File: config.mk
export PLATFORM = sky130hd
export DESIGN_NAME = triple_timer_counter_unit
export DESIGN_NICKNAME = d
export VERILOG_FILES = /design/src/pin_sync.v /design/src/triple_timer_counter_unit.v
export VERILOG_INCLUDE_DIRS = /design/src
export SDC_FILE = /design/constraint.sdc
export NUM_CORES = 1
export LEC_CHECK = 0
export CORE_MARGIN = 1
export CORE_UTILIZATION = 35
export CTS_BUF_LIST = sky130_fd_sc_hd__clkbuf_4 sky130_fd_sc_hd__clkbuf_8
export DETAILED_ROUTE_END_ITERATION = 8
export DONT_BUFFER_PORTS = 1
export GPL_ROUTABILITY_DRIVEN = 0
export PLACE_DENSITY_LB_ADDON = 0.08
export RECOVER_POWER = 100
export SYNTH_ARGS = -nofsm -noshare
export SYNTH_HDL_FRONTEND = slang
export SYNTH_SLANG_ARGS = --single-unit
File: constraint.sdc
create_clock -name clk_sys -period 9.25 [get_ports clk_sys]
set_input_delay 0.4625 -clock clk_sys [delete_from_list [all_inputs] [get_ports clk_sys]]
set_output_delay 0.4625 -clock clk_sys [all_outputs]
set_load 0.02 [all_outputs]
File: src/timer_consts.vh
// constants for the triple timer/counter unit
`ifndef TIMER_CONSTS_VH
`define TIMER_CONSTS_VH

// register byte offsets on the peripheral bus
`define T0_BASE       8'h50
`define T1_BASE       8'h58
`define T2_BASE       8'h60
`define OFS_COUNT     8'h00
`define OFS_LIMIT_A   8'h02
`define OFS_LIMIT_B   8'h04
`define OFS_CTRL      8'h06

// mode/control word field positions
`define BIT_EN        15
`define BIT_WMASK     14
`define BIT_IRQ_EN    13
`define BIT_CSEL      12
`define BIT_MC        5
`define BIT_RTG       4
`define BIT_PRE       3
`define BIT_EXT       2
`define BIT_ALT       1
`define BIT_CONTINUOUS_RUN      0

// reset values
`define RST_COUNT     16'h0000
`define RST_LIMIT     16'h0000
`define RST_DUAL_T01  1'b1

// service slots: one timer per clock, four clock cycle
`define SLOT_LAST     2'h3
`define SLOT_T0       2'h0
`define SLOT_T1       2'h1
`define SLOT_T2       2'h2

`endif

File: src/pin_sync.v
// two-stage synchroniser with rising edge detect for a timer input pin
`timescale 1ns/1ps
module pin_sync
(
    input  wire clk_sys,
    input  wire rst,
    input  wire pin,
    output wire level,
    output wire rise
);
    reg meta;
    reg sync;
    reg prev;

    always @(posedge clk_sys or posedge rst)
    begin
        if (rst)
        begin
            meta <= 1'b0;
            sync <= 1'b0;
            prev <= 1'b0;
        end
        else
        begin
            meta <= pin;
            sync <= meta;
            prev <= sync;
        end
    end

    // level is the second stage; rise also looks at the third stage (prev)
    assign level = sync;
    assign rise  = sync & ~prev;
endmodule // pin_sync

File: src/triple_timer_counter_unit.v
// three 16-bit timers with register bus and pin interface
`timescale 1ns/1ps
`include "timer_consts.vh"
module triple_timer_counter_unit
(
    input  wire        clk_sys,
    input  wire        rst,
    input  wire [7:0]  addr,
    input  wire        wr,
    input  wire        rd,
    input  wire [15:0] wdata,
    output reg  [15:0] rdata,
    input  wire        timer_in0,
    input  wire        timer_in1,
    output wire        timer_out0,
    output wire        timer_out1,
    output wire [2:0]  irq_req,
    input  wire [2:0]  irq_clear
);
    reg  [1:0]  slot;
    wire [2:0]  pin_lvl;
    wire [2:0]  pin_rise;
    wire [2:0]  out_w;
    wire [2:0]  tc_w;
    wire [47:0] rd_w;
    wire        t2_tc;

    pin_sync u_sync0
    (
        .clk_sys (clk_sys),
        .rst     (rst),
        .pin     (timer_in0),
        .level   (pin_lvl[0]),
        .rise    (pin_rise[0])
    );

    pin_sync u_sync1
    (
        .clk_sys (clk_sys),
        .rst     (rst),
        .pin     (timer_in1),
        .level   (pin_lvl[1]),
        .rise    (pin_rise[1])
    );

    // timer 2 has no pins: gate held open so it runs on the quarter clock
    assign pin_lvl[2]  = 1'b1;
    assign pin_rise[2] = 1'b0;

    // round-robin service, slot 3 idle
    always @(posedge clk_sys or posedge rst)
    begin
        if (rst)
        begin
            slot <= 2'h0;
        end
        else if (slot == `SLOT_LAST)
        begin
            slot <= 2'h0;
        end
        else
        begin
            slot <= slot + 2'h1;
        end
    end

    assign t2_tc = tc_w[2];

    genvar i;
    generate
        for (i = 0; i < 3; i = i + 1)
        begin : tmr
            localparam       HAS_PINS = (i < 2);
            localparam [7:0] BASE     = (i == 0) ? `T0_BASE : (i == 1) ? `T1_BASE : `T2_BASE;
            localparam [1:0] SLOT     = (i == 0) ? `SLOT_T0 : (i == 1) ? `SLOT_T1 : `SLOT_T2;
            localparam       RST_ALT  = HAS_PINS ? `RST_DUAL_T01 : 1'b0;

            reg  [15:0] count;
            reg  [15:0] lim_a;
            reg  [15:0] lim_b;
            reg         en;
            reg         irq_en;
            reg         mc;
            reg         edge_restart_select;
            reg         pre;
            reg         external_clock_select;
            reg         dual_limit_select;
            reg         continuous_run;
            reg         csel;
            reg         armed;
            reg         edge_pend;
            reg         t2_pend;
            reg         out_q;
            reg         irq_q;
            reg         tc_q;

            wire        service;
            wire        ctrl_wr;
            wire        cnt_wr;
            wire        la_wr;
            wire        lb_wr;
            wire [15:0] lim;
            wire [15:0] nxt;
            wire        term;
            wire        src_tick;
            wire        gate_ok;
            wire        tick;
            wire        restart;
            wire        hit_tc;
            wire        halt;
            wire [15:0] ctrl_rd;

            assign service = (slot == SLOT);
            assign ctrl_wr = wr && (addr == BASE + `OFS_CTRL);
            assign cnt_wr  = wr && (addr == BASE + `OFS_COUNT);
            assign la_wr   = wr && (addr == BASE + `OFS_LIMIT_A);
            assign lb_wr   = HAS_PINS && wr && (addr == BASE + `OFS_LIMIT_B);

            assign lim  = csel ? lim_b : lim_a;
            assign nxt  = count + 16'h0001;
            // equality only, so a limit below count wraps through 0xffff first
            assign term = (nxt == lim);

            // event source: external edge, timer 2 pulse, or every service
            assign src_tick = external_clock_select ? edge_pend : (pre ? t2_pend : 1'b1);
            // gate level or restart arming only in internal clocking
            assign gate_ok  = external_clock_select || (edge_restart_select ? armed : pin_lvl[i]);
            assign tick     = en && service && src_tick && gate_ok;
            assign restart  = en && service && !external_clock_select && edge_restart_select && edge_pend;
            assign hit_tc   = tick && !restart && term;
            // single run: stop at A, or after B in dual mode
            assign halt     = !continuous_run && (!dual_limit_select || csel);

            assign ctrl_rd  = {en, 1'b0, irq_en, csel, 6'h00,
                               mc, edge_restart_select, pre, external_clock_select, dual_limit_select, continuous_run};

            assign rd_w[i*16 +: 16] = (addr == BASE + `OFS_CTRL)    ? ctrl_rd :
                                      (addr == BASE + `OFS_COUNT)   ? count   :
                                      (addr == BASE + `OFS_LIMIT_A) ? lim_a   :
                                      (HAS_PINS && addr == BASE + `OFS_LIMIT_B) ? lim_b :
                                      16'h0000;
            assign out_w[i]   = out_q;
            assign tc_w[i]    = tc_q;
            assign irq_req[i] = irq_q;

            // mode/control word
            always @(posedge clk_sys or posedge rst)
            begin
                if (rst)
                begin
                    en     <= 1'b0;
                    irq_en <= 1'b0;
                    edge_restart_select    <= 1'b0;
                    pre    <= 1'b0;
                    external_clock_select    <= 1'b0;
                    dual_limit_select    <= RST_ALT;
                    continuous_run   <= 1'b0;
                end
                else
                begin
                    if (ctrl_wr)
                    begin
                        irq_en <= wdata[`BIT_IRQ_EN];
                        continuous_run   <= wdata[`BIT_CONTINUOUS_RUN];
                        if (HAS_PINS)
                        begin
                            edge_restart_select <= wdata[`BIT_RTG];
                            pre <= wdata[`BIT_PRE];
                            external_clock_select <= wdata[`BIT_EXT];
                            dual_limit_select <= wdata[`BIT_ALT];
                        end
                        else
                        begin
                            edge_restart_select <= 1'b0;
                            pre <= 1'b0;
                            external_clock_select <= 1'b0;
                            dual_limit_select <= 1'b0;
                        end
                    end
                    // a masked-in software write overrides a same-cycle halt
                    if (ctrl_wr && wdata[`BIT_WMASK])
                    begin
                        en <= wdata[`BIT_EN];
                    end
                    else if (hit_tc && halt)
                    begin
                        en <= 1'b0;
                    end
                end
            end

            // status: limit flag and compare select
            always @(posedge clk_sys or posedge rst)
            begin
                if (rst)
                begin
                    mc   <= 1'b0;
                    csel <= 1'b0;
                end
                else
                begin
                    // set wins over a clearing write
                    if (hit_tc)
                    begin
                        mc <= 1'b1;
                    end
                    else if (ctrl_wr)
                    begin
                        mc <= wdata[`BIT_MC];
                    end
                    // clear in the writing clock too, so no cycle shows csel without dual
                    if (!dual_limit_select || (ctrl_wr && !wdata[`BIT_ALT]))
                    begin
                        csel <= 1'b0;
                    end
                    else if (hit_tc)
                    begin
                        csel <= ~csel;
                    end
                end
            end

            // count and limit registers
            always @(posedge clk_sys or posedge rst)
            begin
                if (rst)
                begin
                    count <= `RST_COUNT;
                    lim_a <= `RST_LIMIT;
                    lim_b <= `RST_LIMIT;
                end
                else
                begin
                    if (la_wr)
                    begin
                        lim_a <= wdata;
                    end
                    if (lb_wr)
                    begin
                        lim_b <= wdata;
                    end
                    if (cnt_wr)
                    begin
                        count <= wdata;
                    end
                    else if (restart)
                    begin
                        count <= 16'h0000;
                    end
                    else if (tick)
                    begin
                        count <= term ? 16'h0000 : nxt;
                    end
                end
            end

            // pin and prescaler event capture between service slots
            always @(posedge clk_sys or posedge rst)
            begin
                if (rst)
                begin
                    edge_pend <= 1'b0;
                    t2_pend   <= 1'b0;
                    armed     <= 1'b0;
                end
                else
                begin
                    // one pending edge per slot period, enough for edges 4 clocks apart
                    edge_pend <= en && ((edge_pend && !service) || pin_rise[i]);
                    t2_pend   <= en && ((t2_pend && !service) || t2_tc);
                    if (!en)
                    begin
                        armed <= 1'b0;
                    end
                    else if (restart)
                    begin
                        armed <= 1'b1;
                    end
                end
            end

            // output pin, terminal pulse and interrupt request
            always @(posedge clk_sys or posedge rst)
            begin
                if (rst)
                begin
                    out_q <= 1'b1;
                    tc_q  <= 1'b0;
                    irq_q <= 1'b0;
                end
                else
                begin
                    out_q <= ~(dual_limit_select ? csel : hit_tc);
                    tc_q  <= hit_tc;
                    // latched so a later enable clear keeps it pending
                    irq_q <= (irq_q && !irq_clear[i]) || (hit_tc && irq_en);
                end
            end
        end
    endgenerate

    assign timer_out0 = out_w[0];
    assign timer_out1 = out_w[1];

    // read data registered; unmapped addresses read zero
    always @(posedge clk_sys or posedge rst)
    begin
        if (rst)
        begin
            rdata <= 16'h0000;
        end
        else if (rd)
        begin
            rdata <= rd_w[15:0] | rd_w[31:16] | rd_w[47:32];
        end
    end
endmodule // triple_timer_counter_unit

# Word level (Yosys, flattened, before mapping)

Cells that the tools add are included.

Bits in registers: 186
Input bits: 33
Output and inout port bits: 21
Logic and storage cells: 229

Add/sub/neg operators: 4
Equality and inequality tests: 19
Multiplexer cells: 53
Bitwise gates (word level): 10
Reduce and logical (&&, ||, !) cells: 93

Operator list:

| kind                    | count |
|---|---|
| $mux W16                | 24 |
| $eq A8 B7 Y1 const B    | 11 |
| $logic_and A1 B1 Y1     | 53 |
| $add A16 B1 Y16 const B | 3 |
| $eq A16 B16 Y1          | 3 |
| $or A16 B16 Y16         | 2 |
| $mux W1                 | 28 |
| $reduce_bool A2 Y1      | 8 |
| $logic_not A1 Y1        | 15 |
| $logic_or A1 B1 Y1      | 13 |
| $reduce_bool A3 Y1      | 3 |
| $not A1 Y1              | 6 |
| $eq A2 B2 Y1 const B    | 2 |
| $ne A2 B1 Y1 const B    | 2 |
| $add A2 B1 Y2 const B   | 1 |
| $and A1 B1 Y1           | 2 |
| $eq A2 B1 Y1 const B    | 1 |
| $logic_not A2 Y1        | 1 |
| $mux W2                 | 1 |

# Longest topological paths before layout

Depth after elaboration: 11
Gate-level depth with buffers: 12
Mapped depth without buffers: 9

# By module

A second synthesis with hierarchy kept.

Cell total of the unflattened synthesis: 1144
Area total of the unflattened synthesis: 11328.4 µm²

By module, submodules not included:

| module                    | instances | cells each | area an instance (µm²) | seq. area each (µm²) |
|---|---|---|---|---|
| triple_timer_counter_unit | 1         | 1134       | 11143.2                | 4509.3 |
| pin_sync                  | 2         | 5          | 92.6                   | 75.1 |

# Worst setup path before layout

Ideal clock, no wire load.

Path type: reg2reg
From: register tmr[0].count[0]
To: register tmr[0].csel
Setup time: 79 ps
Arrival time: 3114 ps
Data required time: 9171 ps
Path slack: 6056 ps
Stages on the path, launching flop included: 10
Buffers on the path: 0
Clock period less this slack: 3194 ps
Cell sequence: dfrtp_1 ha_1 nand3_4 or4_4 xor2_1 or4_1 and3_1 or4_4 nor3_4 mux2i_1

Word-level cells in the longest chain between the ends: 4

RTL lines:

| what                         | line                            | RTL |
|---|---|---|
| from (decl)                  | triple_timer_counter_unit.v:78  | `reg [15:0] count;` |
| from (signal assigned)       | triple_timer_counter_unit.v:228 | `` count <= `RST_COUNT; `` |
| from (signal assigned)       | triple_timer_counter_unit.v:244 | `count <= wdata;` |
| from (signal assigned)       | triple_timer_counter_unit.v:252 | `count <= term ? 16'h0000 : nxt;` |
| $add A16 B1 Y16              | triple_timer_counter_unit.v:120 | `assign nxt = count + 16'h0001;` |
| $eq A16 B16 Y1               | triple_timer_counter_unit.v:122 | `assign term = (nxt == lim);` |
| $logic_and A1 B1 Y1          | triple_timer_counter_unit.v:130 | `assign hit_tc = tick && !restart && term;` |
| $reduce_bool A2 Y1 (no line) | -                               |  |
| to (signal assigned)         | triple_timer_counter_unit.v:218 | `csel <= ~csel;` |
| to (decl)                    | triple_timer_counter_unit.v:89  | `reg csel;` |

Every way passes these cells.
A chain may end at the register's enable or synchronous reset.

# Final worst setup path

From: register tmr[2].count[2]
To: register tmr[2].irq_q

Word-level cells in the longest chain between the ends: 5

RTL lines:

| what                    | line                            | RTL |
|---|---|---|
| from (decl)             | triple_timer_counter_unit.v:78  |  |
| from (signal assigned)  | triple_timer_counter_unit.v:228 |  |
| from (signal assigned)  | triple_timer_counter_unit.v:244 |  |
| from (signal assigned)  | triple_timer_counter_unit.v:252 |  |
| $add A16 B1 Y16         | triple_timer_counter_unit.v:120 |  |
| $eq A16 B16 Y1          | triple_timer_counter_unit.v:122 |  |
| $logic_and A1 B1 Y1     | triple_timer_counter_unit.v:130 |  |
| named net tmr[2].hit_tc | triple_timer_counter_unit.v:109 | `wire hit_tc;` |
| $logic_and A1 B1 Y1     | triple_timer_counter_unit.v:296 | `irq_q <= (irq_q && !irq_clear[i]) \|\| (hit_tc && irq_en);` |
| $logic_or A1 B1 Y1      | triple_timer_counter_unit.v:296 |  |
| to (signal assigned)    | triple_timer_counter_unit.v:296 |  |
| to (decl)               | triple_timer_counter_unit.v:94  | `reg irq_q;` |

The timed path passes the listed nets, and every way through them passes these cells.

==> results.txt <==
reg2reg end -> tmr[2].irq_q
failing checks -> max-capacitance violations, max-slew violations
Initial Util -> 35.61%
worst slew pin tran -> 5.536 ns
layout cell share with drive strength beyond 1 -> 14.47%
Post-Synth Simple-Gate Area -> 15.36%
root buf cell -> clkbuf_8
Final Critical Period -> 4.346 ns
initial antenna violation count -> 1
Worst path slowest cell -> nor4_1
Die Height -> 178.4 µm
Startpoint Class -> flip-flop
critical path arrival -> 4.78 ns
Max Fclk -> 230.1 MHz
Worst Path Buf+Inv -> 1
Via-to-Cell Ratio -> 5.853
clock slew at reported path FFs -> 0.11 ns
clk sinks -> 186
remaining global-route overflow -> 0
Final Util -> 37.46%
fraction of the mapped netlist area in adder cells -> 0.8040%
hold path endpoint -> tmr[2].irq_q
worst-path cell chain -> nand3_1, nor4_1, and4_1, o211ai_1, nor4_1, clkbuf_1, nor2b_1, nand2_1, o21ai_0
final hold vios -> 0
vias in the first global route -> 8328
Peak VDD IR -> 0.08264 mV
Cells on Worst Hold Path -> 1
clk_lat worst skew -> 0.50 ns
setup violators final -> 0
first-pass GRT wire length -> 56510 µm
maximum capacitance violations -> 2
leading area contributor after synthesis -> dfrtp_1
critical path peak fanout -> 10
Mapped Cells -> 1121
post_cts resized -> 0
Seq cells post-synth -> 186
number of synthesized flops with an enable pin -> 0
post-synthesis compound-gate area fraction -> 16.21%
pwr/cell area -> 154.1 nW/µm²
CTS tree -> yes
row count -> 64
largest family of logic cells by synthesized area -> compound AO/OA/AOI/OAI gates
Clock Skews -> 0.01519 ns
Ports -> 54
Syn Std Cell Area -> 10890 µm²
final setup TNS -> 0 ns
DR WL/cell -> 25.76 µm
P&R area growth vs syn -> 5.192%
hold slack -> 0.04084 ns
Most Frequent Cell on Critical Path -> nor4_1
syn nets -> 1161
post-detail-place hpwl -> 26580 µm
die area -> 31830 µm²
mux contribution to synthesized area -> 14.21%
share of the synthesized area in the top cell type -> 41.81%
top post-synthesis cells by area -> dfrtp_1 42%, mux2_2 10%, xnor2_1 4.0%
commonest cells in the netlist -> 182 x dfrtp_1, 97 x mux2_2, 76 x nor2_1
drt total wl -> 37790 µm
largest net degree at the start of global routing -> 120
Crit Path Class -> flip-flop to flip-flop
critical path required time -> 9.68 ns
Slew Limit Fails -> 131
Critical R2R Launch -> tmr[2].count[2]
CTS Buf Count -> 17
Synth Warn # -> 0
Final ANT Viol Nets -> 0
FF-to-FF setup slack -> 4.90 ns
I/O Buffers -> 0
Synth Area per Inst -> 9.717 µm²
Post-layout nets -> 1099
post-synthesis cell type count -> 67
DR pass1 iterations -> 6
critical path endpoint category -> flip-flop
htree depth -> 4
gr usage total -> 24.56%
Register-to-Register Path Depth -> 9
max incr delay on CP -> 1.28 ns
total power -> 1.766 mW
Post-Synth XOR/XNOR Area -> 5.881%
unrepaired setup endpoints after global routing -> no
DRC -> 0
CTS Buffer Depth -> 2
Vias -> 8587
hold path startpoint -> irq_clear[2]
total core area -> 30590 µm²
main flop type after synthesis -> dfrtp_1
worst min path class -> input port to flip-flop
status -> complete, but fails checks
Post-synth ARST share -> 100.0%
period utilization -> 46.98%
max_slew headroom -> -271.1%
n_diodes -> 0
sequential area share after synthesis -> 42.78%
Pleak -> 4.778 nW
Top delay family on crit path -> simple AND/OR/NAND/NOR gates
Die Wd -> 178.4 µm
most numerous cell in the Yosys netlist -> dfrtp_1
initial drt markers -> 748
## stage by stage
| stage | setup WS [ns] | area (µm²) | std cells |
|---|---|---|---|
| final | 4.904 | 11460 | 1467 |
| after global routing | 4.198 | 11460 | 1467 |
| after CTS | 5.679 | 11550 | 1467 |
| after detailed placement | 5.690 | 11120 | 1434 |
| after global placement | 5.716 | 11120 | 1434 |
| after floorplan | 3.737 | 10890 | 1121 |
## worst max-delay path by stage
stage / from / endpoint / cells after the start / slack [ns]
floorplan: rst / rdata[0] / 1 / 3.74
global placement: tmr[0].count[1] / tmr[0].count[2] / 9 / 5.72
detailed placement: tmr[0].count[1] / tmr[0].count[6] / 9 / 5.69
CTS: tmr[0].count[1] / tmr[0].count[2] / 9 / 5.68
global route: rst / tmr[2].count[4] / 2 / 4.20
finish: tmr[2].count[2] / tmr[2].irq_q / 9 / 4.90
## layer usage
metal	track usage [%]	part of all wire (%)	vias up	wire length [µm]
li1	-	-	3976	-
met1	34.22	47	4349	17630
met2	39.36	47	218	17660
met3	3.772	4.7	44	1768
met4	6.674	1.9	0	720
met5	0	0	-	0
## sequential cells by signal (all words and copies together) (netlist names), 3 cells and up
name / count
tmr.lim_b: 32
tmr.irq_en: 3
rdata: 16
tmr.continuous_run: 3
tmr.count: 48
tmr.lim_a: 48
tmr.en: 3
tmr.mc: 3
tmr.irq_q: 3
## report_power, final
group          switching [mW]  total [mW]  leakage (nW)  internal [mW]
logic                   0.141       0.265          2.26          0.124
clock network           0.325       0.597         0.204          0.272
registers              0.0554       0.904          2.31          0.848
total                   0.522        1.77          4.78           1.24
## kinds of logic after synthesis
| kind of cell | Yosys count |
|---|---|
| mux | 140 |
| xor+xnor | 70 |
| fa+ha+maj | 7 |
| compound gates | 265 |
| simple gates | 327 |
| flops | 186 |
| buf+inv | 126 |
## area by class of cell
type	count	area (µm²)
flip-flops and latches	186	4659
well taps	396	495.5
multi-input cells	809	5678
repair buffers	18	113.9
inverters	27	102.6
clock inverters	13	167.7
clock buffers	18	241.5
fillers	3147	19130
## worst register-to-register path: cells and delay by family (launching register included)
| kind | cells | cell delay [ns] |
|---|---|---|
| DFF | 1 | 0.57 |
| and+or+nand+nor | 6 | 2.97 |
| AOI/OAI and AO/OA | 2 | 0.15 |
| buffers and inverters | 1 | 0.61 |
## cells in the final DEF, fill, tap and decap left out, types with 17 or more instances in the layout
master	instances
a221oi_1	26
mux2i_1	41
nor2_1	76
mux2_2	97
a21oi_1	73
xnor2_1	50
clkbuf_8	17
nand3_1	33
a31oi_1	23
o21ai_0	43
dfrtp_1	182
a22oi_1	32
inv_1	26
nand2_1	71
xor2_1	18
a22o_1	19
nor3_1	45
## what timing repair did
action,4_1_cts,5_1_grt
hold buffers,2,0
setup buffers,0,0
endpoints found under the hold margin,2,0
Note: power is estimated with default switching activity, not from simulation.
